`src/pairing_defines.vh`:
```
`ifndef PAIRING_DEFINES_VH
`define PAIRING_DEFINES_VH

////////////////////////////////////////////////////////////////////////////////
// Instruction word layout
`define INSN_W          16
`define REG2_HI         15
`define REG2_LO         11
`define OPC_HI          10
`define OPC_LO          5
`define REG1_HI         4
`define REG1_LO         0
`define COND_HI         3
`define COND_LO         0

////////////////////////////////////////////////////////////////////////////////
// Register numbers
`define REG_ZERO        5'h00
`define REG_EBP         5'h1E

////////////////////////////////////////////////////////////////////////////////
// Register-register format opcodes
`define OP_MOV          6'h00
`define OP_NOT          6'h01
`define OP_EXT          6'h03
`define OP_SATSUBR      6'h04
`define OP_SATSUB       6'h05
`define OP_SATADD       6'h06
`define OP_MULH         6'h07
`define OP_OR           6'h08
`define OP_XOR          6'h09
`define OP_AND          6'h0A
`define OP_TST          6'h0B
`define OP_SUBR         6'h0C
`define OP_SUB          6'h0D
`define OP_ADD          6'h0E
`define OP_CMP          6'h0F

////////////////////////////////////////////////////////////////////////////////
// Immediate format opcodes
`define OP_MOV_I        6'h10
`define OP_SATADD_I     6'h11
`define OP_ADD_I        6'h12
`define OP_CMP_I        6'h13
`define OP_SHR_I        6'h14
`define OP_SAR_I        6'h15
`define OP_SHL_I        6'h16
`define OP_MULH_I       6'h17

////////////////////////////////////////////////////////////////////////////////
// Branch format: opcode top four bits, condition code of the always-taken form
`define OP_BCC_TOP      4'hB
`define COND_ALWAYS     4'h5

////////////////////////////////////////////////////////////////////////////////
// Short pointer-relative load/store: opcode top two bits, store flag bit
`define OP_SHORT_TOP    2'h3
`define OP_STORE_BIT    3

////////////////////////////////////////////////////////////////////////////////
// Class vector bit positions
`define CLS_W           10
`define CLS_MOV         0
`define CLS_FUSE_OP     1
`define CLS_PRE_BR      2
`define CLS_PRE_BCC     3
`define CLS_PRE_SLD     4
`define CLS_BR          5
`define CLS_BCC         6
`define CLS_SLD         7
`define CLS_FLAGS       8
`define CLS_WR_EBP      9

////////////////////////////////////////////////////////////////////////////////
// Issue kinds on the issue_kind output
`define KIND_SINGLE     2'h0
`define KIND_FUSED      2'h1
`define KIND_PARALLEL   2'h2

`endif

```
`src/insn_class.v`:
```
`include "pairing_defines.vh"

module insn_class (
  // Instruction to classify
  input  wire [`INSN_W-1:0] insn,
  // Class vector and destination
  output reg  [`CLS_W-1:0]  cls,
  output wire [4:0]         dst
);

  wire [5:0] opc;
  wire [4:0] reg1;
  wire [4:0] reg2;
  wire       is_short;
  wire       is_store;
  wire       is_branch;
  wire       is_always;

  assign opc       = insn[`OPC_HI:`OPC_LO];
  assign reg1      = insn[`REG1_HI:`REG1_LO];
  assign reg2      = insn[`REG2_HI:`REG2_LO];
  assign is_short  = (opc[5:4] == `OP_SHORT_TOP);
  assign is_store  = is_short & opc[`OP_STORE_BIT];
  assign is_branch = (opc[5:2] == `OP_BCC_TOP);
  assign is_always = (insn[`COND_HI:`COND_LO] == `COND_ALWAYS);
  // Extension ops write their single operand field
  assign dst       = (opc == `OP_EXT) ? reg1 : reg2;

  // Opcode to class; anything unlisted other than branches and short accesses gets no pairing class and counts as flag-writing
  always @* begin
    cls = {`CLS_W{1'b0}};
    cls[`CLS_FLAGS] = 1'b1;
    case (opc)
      `OP_MOV, `OP_MOV_I: begin
        cls[`CLS_MOV]     = (opc == `OP_MOV);
        cls[`CLS_PRE_BR]  = 1'b1;
        cls[`CLS_PRE_BCC] = 1'b1;
        cls[`CLS_PRE_SLD] = 1'b1;
        cls[`CLS_FLAGS]   = 1'b0;
      end
      `OP_MULH, `OP_MULH_I: begin
        cls[`CLS_FUSE_OP] = 1'b1;
        cls[`CLS_PRE_BR]  = 1'b1;
        cls[`CLS_PRE_BCC] = 1'b1;
        cls[`CLS_PRE_SLD] = 1'b1;
        cls[`CLS_FLAGS]   = 1'b0;
      end
      `OP_EXT: begin
        cls[`CLS_PRE_BCC] = 1'b1;
        cls[`CLS_FLAGS]   = 1'b0;
      end
      // Immediate add forms may lead a pair but never fuse with a move
      `OP_NOT, `OP_TST, `OP_CMP, `OP_CMP_I, `OP_SATADD_I, `OP_ADD_I: begin
        cls[`CLS_PRE_BR]  = 1'b1;
        cls[`CLS_PRE_SLD] = 1'b1;
      end
      `OP_SATSUBR, `OP_SATSUB, `OP_SATADD, `OP_OR, `OP_XOR, `OP_AND,
      `OP_SUBR, `OP_SUB, `OP_ADD,
      `OP_SHR_I, `OP_SAR_I, `OP_SHL_I: begin
        cls[`CLS_FUSE_OP] = 1'b1;
        cls[`CLS_PRE_BR]  = 1'b1;
        cls[`CLS_PRE_SLD] = 1'b1;
      end
      default: begin
        if (is_branch) begin
          cls[`CLS_BR]    = is_always;
          cls[`CLS_BCC]   = ~is_always;
          cls[`CLS_FLAGS] = 1'b0;
        end else if (is_short) begin
          cls[`CLS_SLD]     = ~is_store;
          cls[`CLS_PRE_BR]  = 1'b1;
          cls[`CLS_PRE_BCC] = 1'b1;
          cls[`CLS_FLAGS]   = 1'b0;
        end
      end
    endcase
    // Base pointer write: any register-writing form aimed at it
    cls[`CLS_WR_EBP] = (dst == `REG_EBP) & ~is_store & ~is_branch & (opc != `OP_TST)
                       & (opc != `OP_CMP) & (opc != `OP_CMP_I);
  end

endmodule

```
`src/dual_issue_pairing.v`:
```
`include "pairing_defines.vh"

// How it works
// - Move then same-destination arithmetic, logic or shift op fuses, destination not r0
// - Fusion only when the move comes first; reverse order never fuses
// - Unconditional branch pairs after nop, move, arithmetic, logic, shift or short access
// - Conditional branch pairs only after non-flag-updating ops or short access
// - Short load pairs after nop, move, not, compare, test, arithmetic, logic, shift
// - Parallel issue only with a later branch or short load; other later ops fuse after a move or issue alone
// - No pairing for the first instruction after a branch to misaligned target
// - No short-load pairing while a base pointer write awaits writeback
// - No conditional-branch pairing when either of two prior ops may set flags
// - No short-load pairing while both load buffers wait for writeback
module dual_issue_pairing #(
  parameter LOAD_BUFS = 2
) (
  // Clock and reset
  input  wire                 clk,
  input  wire                 reset_n,
  // Fetch slots: slot0 is the earlier instruction
  input  wire                 slot0_valid,
  input  wire [`INSN_W-1:0]   slot0_insn,
  input  wire                 slot1_valid,
  input  wire [`INSN_W-1:0]   slot1_insn,
  // Fetch redirect: pulse with low bits of the branch target
  input  wire                 redirect,
  input  wire [1:0]           redirect_addr,
  // Writeback and load buffer state
  input  wire                 ebp_wb_pending,
  input  wire [LOAD_BUFS-1:0] load_buf_wait,
  // Execute stage ready to take an issue
  input  wire                 issue_ready,
  // Slot consumption, handshake to fetch
  output wire                 take_slot0,
  output wire                 take_slot1,
  // Issued operation
  output reg                  issue_valid_r,
  output reg  [1:0]           issue_kind_r,
  output reg  [`INSN_W-1:0]   issue_insn0_r,
  output reg  [`INSN_W-1:0]   issue_insn1_r,
  // Why a candidate pair was kept apart
  output reg                  blk_misalign_r,
  output reg                  blk_ebp_r,
  output reg                  blk_flags_r,
  output reg                  blk_loadbuf_r
);

  ////////////////////////////////////////////////////////////////////////////////
  // Classification of both slots

  wire [2*`CLS_W-1:0] cls_bus;
  wire [9:0]          dst_bus;
  wire [2*`INSN_W-1:0] insn_bus;

  assign insn_bus = {slot1_insn, slot0_insn};

  // One classifier per slot
  genvar s;
  generate
    for (s = 0; s < 2; s = s + 1) begin : g_slot
      insn_class u_cls (
        .insn (insn_bus[s*`INSN_W +: `INSN_W]),
        .cls  (cls_bus[s*`CLS_W +: `CLS_W]),
        .dst  (dst_bus[s*5 +: 5])
      );
    end
  endgenerate

  wire [`CLS_W-1:0] c0;
  wire [`CLS_W-1:0] c1;
  wire [4:0]        d0;
  wire [4:0]        d1;

  assign c0 = cls_bus[`CLS_W-1:0];
  assign c1 = cls_bus[2*`CLS_W-1:`CLS_W];
  assign d0 = dst_bus[4:0];
  assign d1 = dst_bus[9:5];

  ////////////////////////////////////////////////////////////////////////////////
  // Pipeline history state

  reg misalign_first_r;
  reg misalign_first_nxt;
  reg prev_flags_r;
  reg prev_flags_nxt;

  wire issue_go;
  wire pair_go;

  assign issue_go = slot0_valid & issue_ready;

  // First fetch after a redirect to a non-word-aligned target; cleared once it issues
  always @* begin
    misalign_first_nxt = misalign_first_r;
    if (issue_go)
      misalign_first_nxt = 1'b0;
    if (redirect)
      misalign_first_nxt = redirect_addr[1];  // redirect wins over the clear
  end

  // Flag writer status of the most recently issued instruction
  always @* begin
    prev_flags_nxt = prev_flags_r;
    if (redirect)
      prev_flags_nxt = 1'b0;
    else if (issue_go)
      prev_flags_nxt = pair_go ? c1[`CLS_FLAGS] : c0[`CLS_FLAGS];
  end

  always @(posedge clk or negedge reset_n) begin
    if (!reset_n) begin
      misalign_first_r <= 1'b0;
      prev_flags_r     <= 1'b0;
    end else begin
      misalign_first_r <= misalign_first_nxt;
      prev_flags_r     <= prev_flags_nxt;
    end
  end

  ////////////////////////////////////////////////////////////////////////////////
  // Candidate pairings

  wire fuse_ok;
  wire br_ok;
  wire bcc_ok;
  wire sld_ok;
  wire par_cand;

  // Fusion keys on slot0 being the move; slot1 move never fuses with slot0
  assign fuse_ok = c0[`CLS_MOV] & c1[`CLS_FUSE_OP]
                   & (d0 == d1) & (d0 != `REG_ZERO);

  // Parallel candidates by later-instruction kind
  assign br_ok  = c1[`CLS_BR]  & c0[`CLS_PRE_BR];
  assign bcc_ok = c1[`CLS_BCC] & c0[`CLS_PRE_BCC];
  assign sld_ok = c1[`CLS_SLD] & c0[`CLS_PRE_SLD];

  // Only these three later kinds ever go parallel
  assign par_cand = br_ok | bcc_ok | sld_ok;

  ////////////////////////////////////////////////////////////////////////////////
  // Pairing blockers

  wire blk_misalign;
  wire blk_ebp;
  wire blk_flags;
  wire blk_loadbuf;
  wire any_block;
  wire pair_cand;

  assign pair_cand = slot1_valid & (fuse_ok | par_cand);

  // Misaligned entry point never pairs, fused or parallel
  assign blk_misalign = misalign_first_r;

  // Base pointer not yet written back, or written by the partner in slot0
  assign blk_ebp = sld_ok & (ebp_wb_pending | c0[`CLS_WR_EBP]);

  // Either of the two preceding instructions may still change the flags
  assign blk_flags = bcc_ok & (c0[`CLS_FLAGS] | prev_flags_r);

  // Every load buffer held by a load still waiting for writeback
  assign blk_loadbuf = sld_ok & (&load_buf_wait);

  assign any_block = blk_misalign | blk_ebp | blk_flags | blk_loadbuf;
  assign pair_go   = issue_go & pair_cand & ~any_block;

  // Fetch may drop slot1 only when it left in the same issue
  assign take_slot0 = issue_go;
  assign take_slot1 = pair_go;

  ////////////////////////////////////////////////////////////////////////////////
  // Issue register

  reg [1:0] kind_nxt;

  // Fusion takes priority: a fused pair is a single operation, not two lanes
  always @* begin
    kind_nxt = `KIND_SINGLE;
    if (pair_go) begin
      if (fuse_ok)
        kind_nxt = `KIND_FUSED;
      else
        kind_nxt = `KIND_PARALLEL;
    end
  end

  // Output stage holds its value while execute is not ready
  always @(posedge clk or negedge reset_n) begin
    if (!reset_n) begin
      issue_valid_r <= 1'b0;
      issue_kind_r  <= `KIND_SINGLE;
      issue_insn0_r <= {`INSN_W{1'b0}};
      issue_insn1_r <= {`INSN_W{1'b0}};
    end else if (issue_ready) begin
      issue_valid_r <= slot0_valid;
      issue_kind_r  <= kind_nxt;
      issue_insn0_r <= slot0_insn;
      issue_insn1_r <= pair_go ? slot1_insn : {`INSN_W{1'b0}};
    end
  end

  ////////////////////////////////////////////////////////////////////////////////
  // Block reason flags, one issue wide; only raised for a real candidate pair

  always @(posedge clk or negedge reset_n) begin
    if (!reset_n) begin
      blk_misalign_r <= 1'b0;
      blk_ebp_r      <= 1'b0;
      blk_flags_r    <= 1'b0;
      blk_loadbuf_r  <= 1'b0;
    end else if (issue_ready) begin
      blk_misalign_r <= issue_go & pair_cand & blk_misalign;
      blk_ebp_r      <= issue_go & pair_cand & blk_ebp;
      blk_flags_r    <= issue_go & pair_cand & blk_flags;
      blk_loadbuf_r  <= issue_go & pair_cand & blk_loadbuf;
    end
  end

endmodule

```
`config.mk`:
```
export PLATFORM = sky130hd
export DESIGN_NAME = dual_issue_pairing
export DESIGN_NICKNAME = d
export VERILOG_FILES = /design/src/insn_class.v /design/src/dual_issue_pairing.v
export VERILOG_INCLUDE_DIRS = /design/src
export SDC_FILE = /design/constraint.sdc
export NUM_CORES = 1
export LEC_CHECK = 0
export ABC_CLOCK_PERIOD_IN_PS = 3400
export BUFFER_PORTS_ARGS = -buffer_cell sky130_fd_sc_hd__clkbuf_2
export CAP_MARGIN = 20
export CORE_MARGIN = 5
export CORE_UTILIZATION = 53
export CTS_BUF_LIST = sky130_fd_sc_hd__clkbuf_4 sky130_fd_sc_hd__clkbuf_8 sky130_fd_sc_hd__clkbuf_16
export DETAILED_ROUTE_END_ITERATION = 8
export GPL_TIMING_DRIVEN = 0
export PLACE_DENSITY_LB_ADDON = 0.12
export SYNTH_ARGS = -nofsm -noshare
export SYNTH_HDL_FRONTEND = slang
export SYNTH_HIERARCHICAL = 1
export SYNTH_SLANG_ARGS = --single-unit
```
`constraint.sdc`:
```
create_clock -name clk -period 3.4 [get_ports clk]
set_input_delay 0.34 -clock clk [delete_from_list [all_inputs] [get_ports clk]]
set_output_delay 0.34 -clock clk [all_outputs]
set_load 0.01 [all_outputs]
```
Yosys cells after proc, flatten, opt, wreduce, memory -nomap -nowiden --
Cells that the tools add are included.
Word-level totals: flip-flop bits (word level) 41, input bits 43, output and inout port bits 41, word-level logic and storage cells 140
Operators by class: equal/unequal tests 54, mux-type cells 26, bitwise logic cells 37, reductions and logical operators 13
Operators by type and width (count):
- $eq 6x4->1 const B | 16
- $eq 6x5->1 const B | 16
- $eq 6x3->1 const B | 8
- $reduce_or 18->1 | 2
- $and 1x1->1 | 24
- $reduce_or 23->1 | 1
- $reduce_or 22->1 | 1
- $mux 16 | 1
- $mux 2 | 7
- $reduce_or 14->1 | 1
- $eq 6x1->1 const B | 2
- $eq 6x2->1 const B | 2
- $logic_not 6->1 | 2
- $ne 6x4->1 const B | 2
- $mux 1 | 11
- $mux 5 | 2
- $reduce_or 5->1 | 2
- $eq 4x4->1 const B | 2
- $or 1x1->1 | 8
- $pmux 1 s2 | 4
- $ne 6x5->1 const B | 1
- $eq 5x5->1 | 1
- $eq 5x5->1 const B | 1
- $not 1->1 | 5
- 7 further kinds | 8

Logic depth before layout (Yosys ltp) --
word-level depth 18, mapped depth 11, gate-level depth less buffers 9

Hierarchy --
The synthesis kept the hierarchy.
Modules (own cells, without submodules):
- dual_issue_pairing | times used 1, cells an instance 121, area each 1702.9 µm², sequential area each 1026.0 µm²
- insn_class | times used 2, cells an instance 40, area each 305.3 µm², sequential area each 0.0 µm²

Worst setup path after synthesis --
No wires, ideal clock.
path kind input port to output port, start point input slot0_insn[10], end point output take_slot1, arrival time 2.048 ns, data required time 3.060 ns, path slack 1.012 ns, stages 9, buffers on the path 2, cells stage by stage buf_4 -> or4_1 -> o21a_1 -> o211a_1 -> o211ai_1 -> o211a_1 -> nand3_1 -> nor2_4 -> buf_6
On the way: elaborated cells on any way between the ends 74, classes of those cells 29 x eq/ne; 10 x mux; 29 x bitwise; 6 x reduce/logical
RTL lines:
- start, declared | line dual_issue_pairing.v:22 | input wire [`INSN_W-1:0] slot0_insn,
- branches (longest 3 deep; another with $reduce_or 18->1)
- $pmux 1 s2 (*) | line insn_class.v:33 | case (opc)
- named net c0[8] | line dual_issue_pairing.v:69 | wire [`CLS_W-1:0] c0;
- $or 1x1->1 (*) | line dual_issue_pairing.v:160 | assign blk_flags = bcc_ok & (c0[`CLS_FLAGS] | prev_flags_r);
- $and 1x1->1 (*) | line dual_issue_pairing.v:160
- $or 1x1->1 (*) (2 in series) | line dual_issue_pairing.v:165 | assign any_block = blk_misalign | blk_ebp | blk_flags | blk_loadbuf;
- $not 1->1 (*) | line dual_issue_pairing.v:166 | assign pair_go = issue_go & pair_cand & ~any_block;
- $and 1x1->1 (*) | line dual_issue_pairing.v:166
- end, declared | line dual_issue_pairing.v:35 | output wire take_slot1,
Mark *: on every way through the listed nets, which the timed path passes.

Worst setup path in the final report --
start point input slot0_insn[7], end point output take_slot1
On the way: elaborated cells on any way between the ends 69, classes of those cells 28 x eq/ne; 8 x mux; 27 x bitwise; 6 x reduce/logical
RTL lines (line):
- $eq 6x1->1, or another cell as far along | insn_class.v:33
- $reduce_or 18->1 (no line), or another cell as far along
- $pmux 1 s2 (*) | insn_class.v:33
- named net c0[8] | dual_issue_pairing.v:69
- $or 1x1->1 (*) | dual_issue_pairing.v:160
- $and 1x1->1 (*) | dual_issue_pairing.v:160
- $or 1x1->1 (*) (2 in series) | dual_issue_pairing.v:165
- $not 1->1 (*) | dual_issue_pairing.v:166
- $and 1x1->1 (*) | dual_issue_pairing.v:166
Mark *: on every way through the listed nets, which the timed path passes. The rest lies on a longest branch.

==> run_results.csv <==
group,metric,value,unit
synth,syn_area,2170,um^2
floorplanning,num_rows,23,
timing,setup_viol,0,
route,drtIter0Drc,49,
timing,period_share,84.3,%
floorplanning,coreArea,4000,um^2
worst_setup_path,r2r-end,"issue_insn1_r[7]$_DFFE_PN0P_",
worst_setup_path,path_cells,"clkbuf_2 > or4_1 > o21a_1 > o211a_1 > o211ai_1 > o211a_1 > nand3_1 > nor2_4 > buf_6 > clkbuf_2",
floorplanning,initial_core_util,54.4,%
clock_tree,cts.clk_slew.worst_paths,0.07,ns
run,drv_cap,0,
timing,setup_tns,0,ns
place,placed_area,2640,um^2
layout,syn_to_final_growth,26.9,%
synth,postSynthAreaPerCell,12.1,um^2
worst_setup_path,required,3.06,ns
worst_setup_path,critPathKind,"input pin to primary output",
global_routing,gr-usage-all-layers,19.9,%
floorplanning,die_h,74.1,um
floorplanning,die_area,5480,um^2
route,firstDrtPassIters,4,
route,post_drt_wl_per_cell,15.7,um
worst_setup_path,path_delay_family,"simple AND/OR/NAND/NOR gates",
clock_tree,cts_max_level,2,
worst_setup_path,r2r_setup_slack,1.79,ns
layout,drive_above_1_share,50.7,%
worst_setup_path,arrival,2.53,ns
worst_setup_path,worst-r2r-cell-count,6,
timing,max_freq,349,MHz
floorplanning,die_x,74.1,um
clock_tree,post_cts_resized,0,
worst_setup_path,critPathMaxStageDelay,0.53,ns
place,dp_hpwl,3940,um
route,via_per_inst,5.52,
route,wirelength,5030,um
global_routing,grt_max_degree,42,
synth,synthCells,179,
layout,final_nets,312,
timing,fin_worst_skew,0.00461,ns
timing,rsz0062_at_grt,"false",
worst_setup_path,regToRegStartpoint,"prev_flags_r$_DFFE_PN0P_",
clock_tree,clk_latency,0.29,ns
min_path,hp-class,"input pin to flip-flop",
synth,syn-num-nets,222,
global_routing,grt_pass1_wl,8420,um
layout,final_area,2760,um^2
clock_tree,cts.sinks,41,
place,dpl.cell_count,310,
timing,hold_violations,0,
worst_setup_path,critPathCapture,"take_slot1",
power_and_ir_drop,power.density,370,nW/um^2
timing,max_slew_margin,61.5,%
global_routing,grt-ovfl-total,0,
floorplanning,ios,84,
global_routing,antenna_found_initial,0,
global_routing,grt_pass1_vias,1841,
clock_tree,clock_path_buffers,2,
route,drc,0,
layout,final_cells,320,
clock_tree,cts_setup_buffers,0,
worst_setup_path,critPathCaptureType,"primary output",
timing,period_needed,2.87,ns
worst_setup_path,critPathMaxFanout,10,
clock_tree,clock_tree.root_cell,"clkbuf_8",
layout,diodes,0,
worst_setup_path,startpoint,"slot0_insn[7]",
clock_tree,numCtsBuffers,5,
timing,max_slew.worst_pin.slew,0.577,ns
place,portBuffers,81,
synth,ys_warn_count,6,
worst_setup_path,path_depth,10,
clock_tree,cts_tree,"yes",
worst_setup_path,slowest_stage,"or4_1",
worst_setup_path,path_buf_inv,3,
timing,finalMaxSlewViolations,0,
worst_setup_path,startpoint_type,"input pin",
power_and_ir_drop,leakage,1.35,nW
power_and_ir_drop,peakVddDrop,0.313,mV
route,vias,1767,
route,postRouteAntennaNets,0,
place,place_congestion,0.737,
outcome,status,"finished clean",
[final cells by class]
cell class	count	area (um^2)
Buffer	12	85.1
Clock buffer	6	76.3
Clock inverter	2	10.0
Fill cell	320	1240
Inverter	4	15.0
Multi-Input combinational cell	122	1050
Sequential cell	41	1030
Tap cell	50	62.6
Timing Repair Buffer	83	435
[cells in the final DEF (no fill, tap or decap), types with 2 or more instances in the layout]
master and instances:
nand2_1 12, nand4_1 3, clkbuf_1 3, clkinv_2 2, inv_1 4, o2bb2ai_1 4
clkbuf_8 5, o211ai_1 2, buf_4 4, a21oi_1 4, nand4_4 2, mux2i_1 2
o21a_1 2, dfrtp_1 41, o31ai_1 2, nor2_1 4, clkbuf_2 81, buf_2 2
a22o_1 17, or4_1 2, nand3_1 4, a21o_1 2, nor3_1 2, nor2_4 5
xor2_1 3, mux2_2 26, buf_6 3, o211a_1 3
[worst min-delay path by stage]
stage                              startpoint                      endpoint  cells past startpoint
detailed placement  issue_valid_r$_DFFE_PN0P_     issue_valid_r$_DFFE_PN0P_                      1
global route                         redirect      blk_misalign$_DFFE_PN0P_                      2
CTS                                   reset_n  issue_insn1_r[3]$_DFFE_PN0P_                      1
global placement    issue_valid_r$_DFFE_PN0P_     issue_valid_r$_DFFE_PN0P_                      1
floorplan                             reset_n         blk_ebp_r$_DFFE_PN0P_                      0
finish                               redirect      blk_misalign$_DFFE_PN0P_                      2
[routing by layer]
metal | routed length [um] | track usage [%] | vias to the layer above
met4 | 51 | 5.03 | 0
met5 | 0 | 0 | -
met1 | 2250 | 26.4 | 853
met3 | 350 | 5.27 | 5
met2 | 2380 | 32.6 | 54
li1 | - | - | 855
[per-stage QoR]
stage	setup WS (ns)	power (mW)	hold WS [ns]	utilization [%]
detailed placement	0.555	0.718	0.473	66.1
floorplan	1.02	0.632	0.0444	-
CTS	0.532	1.03	0.242	68.2
global placement	0.570	0.713	0.463	66.1
finish	0.532	1.02	0.259	69.0
global route	0.356	1.08	0.265	69.0
[timing repair]
item                                    CTS  global route
hold buffers                              0             1
endpoints found under the setup margin    0             0
endpoints found under the hold margin     0             4
[sequential cells by signal, indices dropped and copies added (netlist names)]
register and cells:
blk_ebp_r 1, blk_loadbuf_r 1, issue_insn1_r 16, blk_misalign 1, blk_misalign_r 1, blk_flags_r 1
issue_insn0_r 16, issue_valid_r 1, issue_kind_r 2, prev_flags_r 1
[where the power goes]
group	total, mW	internal [mW]	switching, mW
sequential	0.523	0.511	0.0118
combinational	0.188	0.0862	0.102
clock	0.311	0.150	0.161
total	1.02	0.747	0.275
[worst register-to-register path: stages (launching register included)]
cell,delay (ns)
dfrtp_1,0.39
o211ai_1,0.23
o211a_1,0.22
nand3_1,0.15
nor2_4,0.25
buf_6,0.18
a22o_1,0.13
(Power assumes the default switching activity.)
